--- src/rtl/srt_pkg.sv ---
/*
  Constants and types shared by the reload timer design.
  Assumes a 32-bit classic Wishbone register bus, byte offsets in the map.
*/
package srt_pkg;

  ////////////////////////////////////////////////////////////////////////////
  // Register map, byte addresses
  localparam int unsigned ADR_W          = 8;
  localparam logic [7:0]  OFS_COUNT_HIGH = 8'h00;
  localparam logic [7:0]  OFS_COUNT_LOW  = 8'h04;
  localparam logic [7:0]  OFS_RELOAD_HI  = 8'h08;
  localparam logic [7:0]  OFS_RELOAD_LO  = 8'h0C;
  localparam logic [7:0]  OFS_CONTROL    = 8'h10;
  localparam logic [7:0]  OFS_STATUS     = 8'h14;

  ////////////////////////////////////////////////////////////////////////////
  // Control field positions
  localparam int unsigned CTL_ENABLE_BIT = 0;
  localparam int unsigned CTL_MODE_BIT   = 1;
  localparam int unsigned CTL_POL_BIT    = 2;
  localparam int unsigned CTL_OUTEN_BIT  = 3;
  localparam int unsigned CTL_PRE_LSB    = 4;
  localparam int unsigned PRE_W          = 3;

  // Status field positions
  localparam int unsigned STS_RELOAD_BIT = 0;
  localparam int unsigned STS_RUN_BIT    = 1;
  localparam int unsigned STS_OUT_BIT    = 2;

  ////////////////////////////////////////////////////////////////////////////
  // Widths and reset values
  localparam int unsigned CNT_W          = 16;
  localparam int unsigned PSC_W          = 7;
  localparam logic [15:0] COUNT_RESTART  = 16'h0001;
  localparam logic [15:0] COUNT_RST_VAL  = 16'h0001;
  localparam logic [15:0] RELOAD_RST_VAL = 16'hFFFF;
  localparam logic [7:0]  CONTROL_RST    = 8'h00;
  localparam int unsigned SYNC_STAGES    = 2;

  ////////////////////////////////////////////////////////////////////////////
  // Types
  typedef enum logic [2:0] {
    SRT_ST_IDLE = 3'b001,
    SRT_ST_ARM  = 3'b010,
    SRT_ST_RUN  = 3'b100
  } srt_state_t;

  typedef struct packed {
    logic [PRE_W-1:0] prescale;
    logic             out_en;
    logic             edge_polarity_select;
    logic             counter_mode;
    logic             enable;
  } srt_ctrl_t;

  typedef struct packed {
    logic                 cyc;
    logic                 stb;
    logic                 we;
    logic [3:0]           sel;
    logic [ADR_W-1:0]     adr;
    logic [31:0]          dat;
  } srt_wb_req_t;

endpackage : srt_pkg

--- src/rtl/srt_timer.sv ---
/*
  Sixteen-bit reload timer with a classic Wishbone register slave.
  Continuous mode counts prescaled clk_sys; counter mode counts qualified pin edges.
  Assumes one clock, clk_sys, and a timer input pin driven by a GPIO alternate function.
  Assumes software sets up count, reload and control before setting the enable bit.
  Interrupt routing and priority live outside; only a one-cycle request leaves here.
*/
// Function
// - Continuous passes after reload start at one
// - Continuous mode counts prescaled system clock
// - Period equals reload times 2^prescale over clock
// - Loaded start value governs first pass only
// - Counter mode counts timer input transitions
// - Polarity bit picks rising or falling edge
// - Counter mode bypasses prescaler
// - At reload: request, restart at one, continue
// - Output pin toggles at every reload
// - First edge starts counting, no request
// - Capture time from count difference and prescale
// - Count reads never disturb counting
// - High byte read latches low byte
// - Disabled low byte read returns live count
// - Byte write lands at next edge
// - Count is two visible byte registers
`timescale 1ns/1ps
module srt_timer (
  // Clock and reset
  input  wire logic                   clk_sys,
  input  wire logic                   rst,
  // Wishbone slave
  input  wire logic                   wb_cyc_i,
  input  wire logic                   wb_stb_i,
  input  wire logic                   wb_we_i,
  input  wire logic [3:0]             wb_sel_i,
  input  wire logic [srt_pkg::ADR_W-1:0] wb_adr_i,
  input  wire logic [31:0]            wb_dat_i,
  output logic      [31:0]            wb_dat_o,
  output logic                        wb_ack_o,
  // Timer pins
  input  wire logic                   tmr_in,
  output logic                        tmr_out,
  output logic                        tmr_out_en,
  // Reload event
  output logic                        tmr_irq
);
  import srt_pkg::*;

  ////////////////////////////////////////////////////////////////////////////
  // Declarations
  // Registers end in _reg, next values in _next, decoded nets in _w
  srt_wb_req_t        req_w;
  srt_ctrl_t          ctrl_reg;
  srt_state_t         state_reg;
  srt_state_t         state_next;
  logic [CNT_W-1:0]   count_reg;
  logic [CNT_W-1:0]   count_next;
  logic [CNT_W-1:0]   reload_reg;
  logic [7:0]         hold_reg;
  logic [PSC_W-1:0]   psc_reg;
  logic [PSC_W-1:0]   psc_next;
  logic               out_reg;
  logic               irq_reg;
  logic               reload_flag_reg;
  logic               ack_reg;
  logic [31:0]        rdata_reg;
  logic               edge_w;

  wire                access_w;
  wire                wr_w;
  wire                rd_w;
  wire                lane0_w;
  wire                wr_count_hi_w;
  wire                wr_count_lo_w;
  wire                wr_reload_hi_w;
  wire                wr_reload_lo_w;
  wire                wr_ctrl_w;
  wire                wr_status_w;
  wire                rd_count_hi_w;
  wire                running_w;
  wire [PSC_W-1:0]    psc_last_w;
  wire                psc_tc_w;
  wire                tick_w;
  wire                at_reload_w;
  wire [CNT_W-1:0]    count_inc_w;
  wire [7:0]          low_view_w;
  wire [7:0]          ctrl_bits_w;
  wire [7:0]          status_bits_w;
  wire [31:0]         rdata_w;

  ////////////////////////////////////////////////////////////////////////////
  // Address match, used by both read and write decode
  // Full-width compare, so no offset is aliased elsewhere in the map
  function automatic logic hit(input logic [ADR_W-1:0] adr, input logic [7:0] ofs);
    hit = (adr == ofs[ADR_W-1:0]);
  endfunction : hit

  ////////////////////////////////////////////////////////////////////////////
  // Bus request bundle
  // Carried as one packed struct so all decode reads a single bundle
  assign req_w = '{cyc: wb_cyc_i, stb: wb_stb_i, we: wb_we_i,
                   sel: wb_sel_i, adr: wb_adr_i, dat: wb_dat_i};

  // Request is taken once, in the cycle before ack rises
  // Ack is registered; masking with it stops a held request being taken twice
  assign access_w = req_w.cyc & req_w.stb & ~ack_reg;
  assign wr_w     = access_w & req_w.we;
  assign rd_w     = access_w & ~req_w.we;
  assign lane0_w  = req_w.sel[0];

  // Write strobes; data lives in byte lane 0
  // Lane 0 off or an unmapped offset leaves every register untouched
  assign wr_count_hi_w  = wr_w & lane0_w & hit(req_w.adr, OFS_COUNT_HIGH);
  assign wr_count_lo_w  = wr_w & lane0_w & hit(req_w.adr, OFS_COUNT_LOW);
  assign wr_reload_hi_w = wr_w & lane0_w & hit(req_w.adr, OFS_RELOAD_HI);
  assign wr_reload_lo_w = wr_w & lane0_w & hit(req_w.adr, OFS_RELOAD_LO);
  assign wr_ctrl_w      = wr_w & lane0_w & hit(req_w.adr, OFS_CONTROL);
  assign wr_status_w    = wr_w & lane0_w & hit(req_w.adr, OFS_STATUS);
  assign rd_count_hi_w  = rd_w & hit(req_w.adr, OFS_COUNT_HIGH);

  ////////////////////////////////////////////////////////////////////////////
  // Input conditioner for counter mode
  // Pin is asynchronous to clk_sys; toggling faster than clk/4 is not supported
  srt_edge u_edge (
    .clk_sys              (clk_sys),
    .rst                  (rst),
    .pin_in               (tmr_in),
    .edge_polarity_select (ctrl_reg.edge_polarity_select),
    .edge_pulse           (edge_w)
  );

  ////////////////////////////////////////////////////////////////////////////
  // Tick source selection
  // Prescaler divides by 2^prescale; counter mode never uses it
  // Pin path is two sync flops and the edge flop, so the count lags the pin by four
  assign running_w   = (state_reg == SRT_ST_RUN);
  assign psc_last_w  = PSC_W'((8'h01 << ctrl_reg.prescale) - 8'h01);
  assign psc_tc_w    = (psc_reg == psc_last_w);
  assign tick_w      = running_w &
                       (ctrl_reg.counter_mode ? edge_w
                                              : psc_tc_w);

  // Compare on the current count in the tick cycle
  // Equality only: a count written past reload runs on and wraps through zero
  assign at_reload_w = (count_reg == reload_reg);
  assign count_inc_w = CNT_W'(count_reg + 16'h0001);

  // Prescaler runs only in continuous mode while running
  // Ticks are exactly 2^prescale cycles apart, so a count difference scales to time
  always_comb begin
    psc_next = psc_reg;
    if (!running_w || ctrl_reg.counter_mode || psc_tc_w) begin
      psc_next = '0;
    end else begin
      psc_next = PSC_W'(psc_reg + 7'h01);
    end
  end

  ////////////////////////////////////////////////////////////////////////////
  // Run state: idle, armed for first edge, running
  // Counter mode parks in ARM until one qualifying edge; that edge only arms,
  // so it neither counts nor raises a request
  always_comb begin
    state_next = state_reg;
    case (state_reg)
      SRT_ST_IDLE: begin
        if (ctrl_reg.enable) begin
          state_next = ctrl_reg.counter_mode ? SRT_ST_ARM : SRT_ST_RUN;
        end
      end
      SRT_ST_ARM: begin
        if (!ctrl_reg.enable) begin
          state_next = SRT_ST_IDLE;
        end else if (edge_w) begin
          state_next = SRT_ST_RUN;
        end
      end
      SRT_ST_RUN: begin
        if (!ctrl_reg.enable) begin
          state_next = SRT_ST_IDLE;
        end
      end
      default: begin
        state_next = SRT_ST_IDLE;
      end
    endcase
  end

  ////////////////////////////////////////////////////////////////////////////
  // Next count; a byte write overrides the tick in the same cycle
  // There is no write holding register: the other byte keeps its ticked value,
  // so a 16-bit write while running can be torn between the two bytes
  always_comb begin
    count_next = count_reg;
    if (tick_w) begin
      count_next = at_reload_w ? COUNT_RESTART
                               : count_inc_w;
    end
    if (wr_count_hi_w) begin
      count_next[15:8] = req_w.dat[7:0];
    end
    if (wr_count_lo_w) begin
      count_next[7:0] = req_w.dat[7:0];
    end
  end

  ////////////////////////////////////////////////////////////////////////////
  // Counter, prescaler and state flops
  // Disabling keeps the count, so a stopped timer can be read and resumed
  always_ff @(posedge clk_sys or posedge rst) begin
    if (rst) begin
      state_reg <= SRT_ST_IDLE;
      count_reg <= COUNT_RST_VAL;
      psc_reg   <= '0;
    end else begin
      state_reg <= state_next;
      count_reg <= count_next;
      psc_reg   <= psc_next;
    end
  end

  ////////////////////////////////////////////////////////////////////////////
  // Reload event: request pulse and output toggle
  // The level freezes while the output function is off, and resumes from there
  // The request is a single-cycle pulse; the status flag keeps the sticky copy
  always_ff @(posedge clk_sys or posedge rst) begin
    if (rst) begin
      irq_reg <= 1'b0;
      out_reg <= 1'b0;
    end else begin
      irq_reg <= tick_w & at_reload_w;
      if (tick_w && at_reload_w && ctrl_reg.out_en) begin
        out_reg <= ~out_reg;
      end
    end
  end

  // Sticky reload flag; a new reload beats a same-cycle clear
  // Software writes a one to clear it
  always_ff @(posedge clk_sys or posedge rst) begin
    if (rst) begin
      reload_flag_reg <= 1'b0;
    end else if (tick_w && at_reload_w) begin
      reload_flag_reg <= 1'b1;
    end else if (wr_status_w && req_w.dat[STS_RELOAD_BIT]) begin
      reload_flag_reg <= 1'b0;
    end
  end

  ////////////////////////////////////////////////////////////////////////////
  // Configuration registers
  // Settings change live; software is expected to set up before enabling
  // Bit 7 of the control byte is not stored and reads back as zero
  always_ff @(posedge clk_sys or posedge rst) begin
    if (rst) begin
      ctrl_reg   <= srt_ctrl_t'(CONTROL_RST[7-1:0]);
      reload_reg <= RELOAD_RST_VAL;
    end else begin
      if (wr_ctrl_w) begin
        ctrl_reg <= srt_ctrl_t'(req_w.dat[6:0]);
      end
      if (wr_reload_hi_w) begin
        reload_reg[15:8] <= req_w.dat[7:0];
      end
      if (wr_reload_lo_w) begin
        reload_reg[7:0] <= req_w.dat[7:0];
      end
    end
  end

  ////////////////////////////////////////////////////////////////////////////
  // Coherent read holding register
  // Captured only by a high byte read while enabled; never touches the count
  // Reads sit off the count path entirely, so they cannot stall or skew counting
  always_ff @(posedge clk_sys or posedge rst) begin
    if (rst) begin
      hold_reg <= 8'h00;
    end else if (rd_count_hi_w && ctrl_reg.enable) begin
      hold_reg <= count_reg[7:0];
    end
  end

  ////////////////////////////////////////////////////////////////////////////
  // Low byte view: held copy when enabled, live byte when disabled
  // A low read with no high read before it returns a stale held copy
  assign low_view_w = ctrl_reg.enable ? hold_reg
                                      : count_reg[7:0];

  ////////////////////////////////////////////////////////////////////////////
  // Control and status byte images
  // Status: sticky reload flag, run state, output level
  assign ctrl_bits_w   = {1'b0, ctrl_reg};
  assign status_bits_w = {5'h00, out_reg, running_w, reload_flag_reg};

  ////////////////////////////////////////////////////////////////////////////
  // Read mux; unmapped offsets read zero
  // Only lane 0 carries data; the upper lanes always read zero
  assign rdata_w =
    hit(req_w.adr, OFS_COUNT_HIGH) ? {24'h000000, count_reg[15:8]} :
    hit(req_w.adr, OFS_COUNT_LOW)  ? {24'h000000, low_view_w}      :
    hit(req_w.adr, OFS_RELOAD_HI)  ? {24'h000000, reload_reg[15:8]} :
    hit(req_w.adr, OFS_RELOAD_LO)  ? {24'h000000, reload_reg[7:0]}  :
    hit(req_w.adr, OFS_CONTROL)    ? {24'h000000, ctrl_bits_w}      :
    hit(req_w.adr, OFS_STATUS)     ? {24'h000000, status_bits_w}    :
                                     32'h00000000;

  ////////////////////////////////////////////////////////////////////////////
  // Bus answer: ack one cycle after the request, dropped the next cycle
  // Fixed single wait state; read data is registered and holds until the next read
  always_ff @(posedge clk_sys or posedge rst) begin
    if (rst) begin
      ack_reg   <= 1'b0;
      rdata_reg <= 32'h00000000;
    end else begin
      ack_reg <= access_w;
      if (rd_w) begin
        rdata_reg <= rdata_w;
      end
    end
  end

  ////////////////////////////////////////////////////////////////////////////
  // Output pin enable follows the alternate function bit
  // Registered so the pin enable comes straight from a flop
  logic out_en_reg;
  always_ff @(posedge clk_sys or posedge rst) begin
    if (rst) begin
      out_en_reg <= 1'b0;
    end else begin
      out_en_reg <= ctrl_reg.out_en;
    end
  end

  // Outputs, all straight from flops
  assign wb_ack_o   = ack_reg;
  assign wb_dat_o   = rdata_reg;
  assign tmr_out    = out_reg;
  assign tmr_out_en = out_en_reg;
  assign tmr_irq    = irq_reg;

endmodule : srt_timer

--- src/rtl/srt_edge.sv ---
/*
  Timer input conditioner: synchroniser and polarity-selected edge detector.
  Assumes the pin may be asynchronous and toggles at most at a quarter of clk_sys.
*/
`timescale 1ns/1ps
module srt_edge (
  // Clock and reset
  input  wire logic clk_sys,
  input  wire logic rst,
  // Pin side
  input  wire logic pin_in,
  input  wire logic edge_polarity_select,
  // Qualified edge, one-cycle pulse
  output logic      edge_pulse
);
  import srt_pkg::*;

  logic [SYNC_STAGES-1:0] sync_reg;
  logic                   last_reg;
  logic                   edge_pulse_reg;
  wire                    rise_w;
  wire                    fall_w;

  ////////////////////////////////////////////////////////////////////////////
  // Two-flop synchroniser; only the last stage is looked at
  genvar g;
  generate
    for (g = 0; g < SYNC_STAGES; g++) begin : g_sync
      always_ff @(posedge clk_sys or posedge rst) begin
        if (rst) sync_reg[g] <= 1'b0;
        else     sync_reg[g] <= (g == 0) ? pin_in : sync_reg[(g == 0) ? 0 : g-1];
      end
    end
  endgenerate

  // Edge qualifiers from the settled stage only
  assign rise_w = sync_reg[SYNC_STAGES-1] & ~last_reg;
  assign fall_w = ~sync_reg[SYNC_STAGES-1] & last_reg;

  // One pulse per qualifying edge
  always_ff @(posedge clk_sys or posedge rst) begin
    if (rst) begin
      last_reg       <= 1'b0;
      edge_pulse_reg <= 1'b0;
    end else begin
      last_reg       <= sync_reg[SYNC_STAGES-1];
      edge_pulse_reg <= edge_polarity_select ? fall_w : rise_w;
    end
  end

  assign edge_pulse = edge_pulse_reg;

endmodule : srt_edge

--- config.mk ---
export PLATFORM = sky130hd
export DESIGN_NAME = srt_timer
export DESIGN_NICKNAME = d
export VERILOG_FILES = /design/src/rtl/srt_pkg.sv /design/src/rtl/srt_timer.sv /design/src/rtl/srt_edge.sv
export SDC_FILE = /design/constraint.sdc
export NUM_CORES = 1
export LEC_CHECK = 0
export BUFFER_PORTS_ARGS = -buffer_cell sky130_fd_sc_hd__clkbuf_2
export CAP_MARGIN = 5
export CORE_UTILIZATION = 30
export DETAILED_ROUTE_END_ITERATION = 10
export PLACE_DENSITY_LB_ADDON = 0.25
export SLEW_MARGIN = 5
export SYNTH_ARGS = -nofsm -noshare
export SYNTH_HDL_FRONTEND = slang
export SYNTH_SLANG_ARGS = --single-unit
--- constraint.sdc ---
create_clock -name clk_sys -period 6 [get_ports clk_sys]
set_input_delay 0.6 -clock clk_sys [delete_from_list [all_inputs] [get_ports clk_sys]]
set_output_delay 0.6 -clock clk_sys [all_outputs]
set_load 0.02 [all_outputs]
==> Word-level counts from Yosys, hierarchy flattened <==
Index checks and enable logic that the tools add are counted.
{ "totals": {"reg_bits": 98, "latchBits": 0, "ram_bits": 0, "mem_bits_ro": 0, "inputBits": 50, "output_inout_bits": 36, "wordCells": 94, "mem_count": 0} }
{ "op_classes": {"n_addsub": 3, "n_mul": 0, "div_mod_pow": 0, "order_cmp": 0, "n_eq_ne": 13, "shift": 1, "muxes": 22, "n_bitwise": 21, "n_reduce_logical": 12} }
{ "op_table": {"columns": ["operator", "count"], "rows": [
  ["8-bit two-way mux", 7],
  ["16-bit two-way mux", 2],
  ["3-bit two-way mux", 6],
  ["16-bit by 1-bit adder with 16-bit output (second input constant)", 1],
  ["1-bit AND", 16],
  ["16-bit == test", 1],
  ["8-bit by 4-bit == test with 1-bit output (second input constant)", 2],
  ["8-bit by 5-bit == test with 1-bit output (second input constant)", 2],
  ["7-bit two-way mux", 2],
  ["3-bit case mux with 3 select lines", 1],
  ["8-bit by 3-bit == test with 1-bit output (second input constant)", 1],
  ["8-bit logical NOT", 1],
  ["7-bit by 1-bit adder with 7-bit output (second input constant)", 1],
  ["7-bit == test", 1],
  ["1-bit by 3-bit << shifter with 7-bit output (first input constant)", 1],
  ["7-bit by 1-bit subtractor with 7-bit output (second input constant)", 1],
  ["2-bit nonzero test", 3],
  ["1-bit inverter", 5],
  ["1-bit logical AND", 4],
  ["1-bit two-way mux", 4],
  ["2-bit != test (second input constant)", 2],
  ["3-bit by 1-bit == test with 1-bit output (second input constant)", 1],
  ["3-bit by 2-bit == test with 1-bit output (second input constant)", 1],
  ["3-bit == test (second input constant)", 1],
  ["other kinds (4)", 5]
]} }

==> Longest topological paths before layout <==
{ "depth": {"word_depth": 8, "ltp_mapped": 13, "ltp_nobuf": 9} }

==> Modules after synthesis <==
A second synthesis with hierarchy kept.
{ "hier_totals": {"cells_unflattened": 465, "area_unflattened_um2": 4550.6} }
{ "by_module_without_submodules": {"columns": ["mod", "n_inst", "cells_each", "area_per_inst_um2", "seq_area_each_um2"], "rows": [
  ["srt_timer", 1, 457, 4424.2, 1774.2],
  ["srt_edge", 1, 8, 126.4, 100.1]
]} }

==> Least setup slack after synthesis <==
OpenSTA, ideal clock, no wires.
{ "synth_path": {"kind": "reg2reg", "start": "reg ctrl_reg (netlist bit ctrl_bits_w[6])", "end": "reg count_reg[3]", "setup_ns": 0.082, "arrival_ns": 2.862, "t_required_ns": 5.918, "setup_slack_ns": 3.056, "path_stages_with_launch": 11, "path_buffers": 2, "synth_period_minus_slack_ns": 2.944, "path_cell_list": "dfrtp_1 clkbuf_1 or3_1 ha_1 buf_6 xnor2_1 a311o_1 a211oi_2 a31oi_2 or4_1 a31oi_1"} }
{ "synth_via": {"elab_chain_len": 6} }
{ "synth_rtl": {"columns": ["item", "line", "text"], "rows": [
  ["from (decl)", "srt_timer.sv:52", "srt_ctrl_t ctrl_reg;"],
  ["from (signal assigned)", "srt_timer.sv:255", "ctrl_reg <= srt_ctrl_t'(CONTROL_RST[7-1:0]);"],
  ["from (signal assigned)", "srt_timer.sv:259", "ctrl_reg <= srt_ctrl_t'(req_w.dat[6:0]);"],
  ["1-bit by 3-bit << shifter with 7-bit output", "srt_timer.sv:136", "assign psc_last_w = PSC_W'((8'h01 << ctrl_reg.prescale) - 8'h01);"],
  ["7-bit by 1-bit subtractor with 7-bit output", "srt_timer.sv:136", null],
  ["7-bit == test", "srt_timer.sv:137", "assign psc_tc_w = (psc_reg == psc_last_w);"],
  ["1-bit two-way mux", "srt_timer.sv:139", "(ctrl_reg.counter_mode ? edge_w"],
  ["1-bit AND", "srt_timer.sv:138", "assign tick_w = running_w &"],
  ["2-bit nonzero test (no line)", null, null],
  ["to (signal assigned)", "srt_timer.sv:216", "count_reg <= count_next;"],
  ["to (decl)", "srt_timer.sv:55", "logic [CNT_W-1:0] count_reg;"]
]} }
No other way between the ends.
A chain may end at the register's enable or synchronous reset.

==> Final worst setup path <==
Ends and elaborated chain as after synthesis.

==> impl_metrics.json <==
{
  "viasPerCell": 5.44,
  "die_area_mm2": 0.0158,
  "path_class": "register to register",
  "power.density_mw_per_mm2": 231,
  "min_period_over_period": 0.574,
  "synth-edff-count": 0,
  "start_util": 0.311,
  "avgSynthCellArea_um2": 9.62,
  "cts_sinks": 74,
  "finalWorstPathRequiredPeriod_ns": 3.44,
  "synth_largest_area_cell": "dfrtp_1",
  "num_io_pins": 86,
  "synth_common_cells": "dfrtp_1 (56), nor2_1 (39), mux2_2 (31)",
  "hold_violations": 0,
  "grt_max_degree": 75,
  "ys.warnings.count": 0,
  "grt_pass1_wl_um": 20300,
  "max_freq_mhz": 290,
  "num-fill-cells": 1503,
  "synth_area_leaders": "dfrtp_1 (31%), dfstp_2 (10%), mux2_2 (7.6%), xnor2_1 (4.8%), buf_4 (3.9%)",
  "grt_use_met3": 0.0242,
  "r2r-end": "count_reg[3]$_DFFE_PP0P_",
  "busiest_layer": "met2",
  "tns_ns": 0,
  "leakagePower_nw": 2.12,
  "numCtsBuffers": 9,
  "startpoint_type": "register",
  "dp_cells": 669,
  "cp_max_fo": 16,
  "cts_hold_buf": 0,
  "slowest_stage": "or4_1",
  "drt_iter0_markers": 370,
  "insertion_delay_ns": 0.34,
  "nNetsFinal": 549,
  "dp_hpwl_um": 9080,
  "cts_buffer_depth": 2,
  "use_met1": 0.237,
  "syn_inst": 477,
  "timing.clock.skew_ns": 0.00522,
  "worst_pin_slew_ns": 0.956,
  "post_cts_resize_count": 0,
  "final_area_mm2": 0.00513,
  "antenna_cells": 0,
  "synth_top_area_frac": 0.305,
  "max_stage_delay_ns": 0.61,
  "worst_setup_path_end_kind": "register",
  "drive_above_1_share": 0.236,
  "status": "complete, but fails checks",
  "irDropWorstVdd_v": 0.000147,
  "post-route-util": 0.347,
  "cap_violations": 0,
  "syn_area_mm2": 0.00459,
  "rsz0062_at_grt": "false",
  "p_total_mw": 1.18,
  "ys_seq_area_frac": 0.409,
  "grtUsageTotal": 0.170,
  "clk_pin_slew_worst_paths_ns": 0.06,
  "dieWidth_um": 126,
  "area_delta_synth_final_pct": 11.7,
  "cts_root_buffer": "clkbuf_16",
  "slew_headroom": 0.363,
  "num_vias": 3728,
  "cts_max_level": 3,
  "path_cells": "or3_1, ha_1, xnor2_1, a311o_1, a211oi_2, a31oi_2, or4_1, a31oi_1",
  "required_ns": 6.26,
  "ys.flop_type": "dfrtp_1",
  "rows": 44,
  "ant_nets": 0,
  "portBuffers": 34,
  "die_y_um": 126,
  "timing.rr.start": "ctrl_bits_w[6]$_DFFE_PP0P_",
  "reg2regPathDepth": 8,
  "design.core.area_mm2": 0.0148,
  "slew_viol_final": 0,
  "cts_tree": "built",
  "firstDrtPassIters": 8,
  "final_cells": 685,
  "drc": 5,
  "startpoint": "ctrl_bits_w[6]$_DFFE_PP0P_",
  "crit_arrival_ns": 3.70,
  "min-delay-start": "u_edge.sync_reg[0]$_DFF_PP0_",
  "hold_depth": 0,
  "synth_cell_types": 65,
  "setup_violations": 0,
  "grt_pass1_vias": 3557,
  "grt-ovfl-total": 0,
  "synth-seq-cells": 74,
  "violations": "design-rule violations",
  "reg2reg_slack_ns": 2.56,
  "wl_um": 12600,
  "postCtsSetupBuffers": 0,
  "globalplace.congestion": 0.876,
  "hold_end": "u_edge.sync_reg[1]$_DFF_PP0_",
  "wire_per_inst_um": 18.4,
  "synth_most_common_cell": "dfrtp_1",
  "synthArstFlopShare": 1.00,
  "antenna_found_initial": 0,
  "hold_class": "register to register",
  "placed_area_mm2": 0.00480,
  "gr-usage-met2": 0.256
}
-- cell type report --
class                      instances  area [µm²]  area share
clock buffer                      12         256      0.0500
tap                              184         230      0.0449
clock inverter                     4        73.8      0.0144
timing repair buffer              37         193      0.0376
multi-input combinational        367        2470       0.482
sequential                        74        1870       0.366
inverter                           7        26.3     0.00513
-- how the worst max path moves through the flow --
stage,end,slack [ns],cells after the start
floorplan,count_reg[3]$_DFFE_PP0P_,3.06,10
global placement,count_reg[3]$_DFFE_PP0P_,2.64,8
detailed placement,count_reg[7]$_DFFE_PP0P_,2.59,8
CTS,count_reg[3]$_DFFE_PP0P_,2.54,8
global route,count_reg[7]$_DFFE_PP0P_,2.36,8
finish,count_reg[3]$_DFFE_PP0P_,2.56,8
-- metal layers --
| metal | vias up | share of wire |
|---|---|---|
| met3 | 24 | 0.071 |
| met5 | - | 0 |
| met1 | 1797 | 0.45 |
| met2 | 157 | 0.45 |
| li1 | 1750 | - |
| met4 | 0 | 0.034 |
-- power by group --
| part | total, mW | switching [mW] | internal, mW |
|---|---|---|---|
| Clock | 0.590 | 0.203 | 0.387 |
| Sequential | 0.512 | 0.00597 | 0.506 |
| Combinational | 0.0823 | 0.0612 | 0.0211 |
| Total | 1.18 | 0.270 | 0.914 |
-- worst max-delay path: cells and delay by family, from the launching register on --
family | cells | cell delay, ns
adders and majority gates | 1 | 0.32
and+or+nand+nor | 2 | 1.05
AOI/OAI and AO/OA | 4 | 1.25
xor gates and xnor gates | 1 | 0.18
DFF | 1 | 0.55
-- stage by stage --
stage | worst slack [ns] | hold WS, ns
4_1_cts | 2.54 | 0.352
6_report | 2.56 | 0.349
3_5_place_dp | 2.59 | 0.336
5_1_grt | 2.36 | 0.358
3_3_place_gp | 2.64 | 0.333
2_1_floorplan | 3.06 | 0.331
-- cells in the final DEF (no fill, tap or decap), types with 4 or more instances in the layout --
cell        n
or3_1       5
and3_1     17
a311o_1     4
dfrtp_1    56
o31ai_1     8
clkbuf_16   9
a221oi_1   10
xnor2_1    25
a21oi_1    11
o221a_2     4
mux2_2     31
conb_1     24
clkbuf_2   34
a21o_1      6
mux2i_1     8
a31oi_1    11
nand3_1    13
inv_1       6
o21ai_0    25
nor2b_1     7
nor3_1     11
nand2b_1    7
a22o_1      4
dfstp_2    18
nand4_1     8
a22oi_1     4
nand2_1    29
nor2_1     39
nand4b_1    6
-- cell families after synthesis --
logic type	after synthesis	share of synthesized area
and+or+nand+nor	166	0.197
muxes	39	0.0935
DFF	74	0.409
buffers and inverters	59	0.0714
adders and majority gates	3	0.00818
AOI/OAI and AO/OA	108	0.169
other	1	0.000817
xor gates and xnor gates	27	0.0515
No activity file was read; power rests on OpenSTA's default activity.
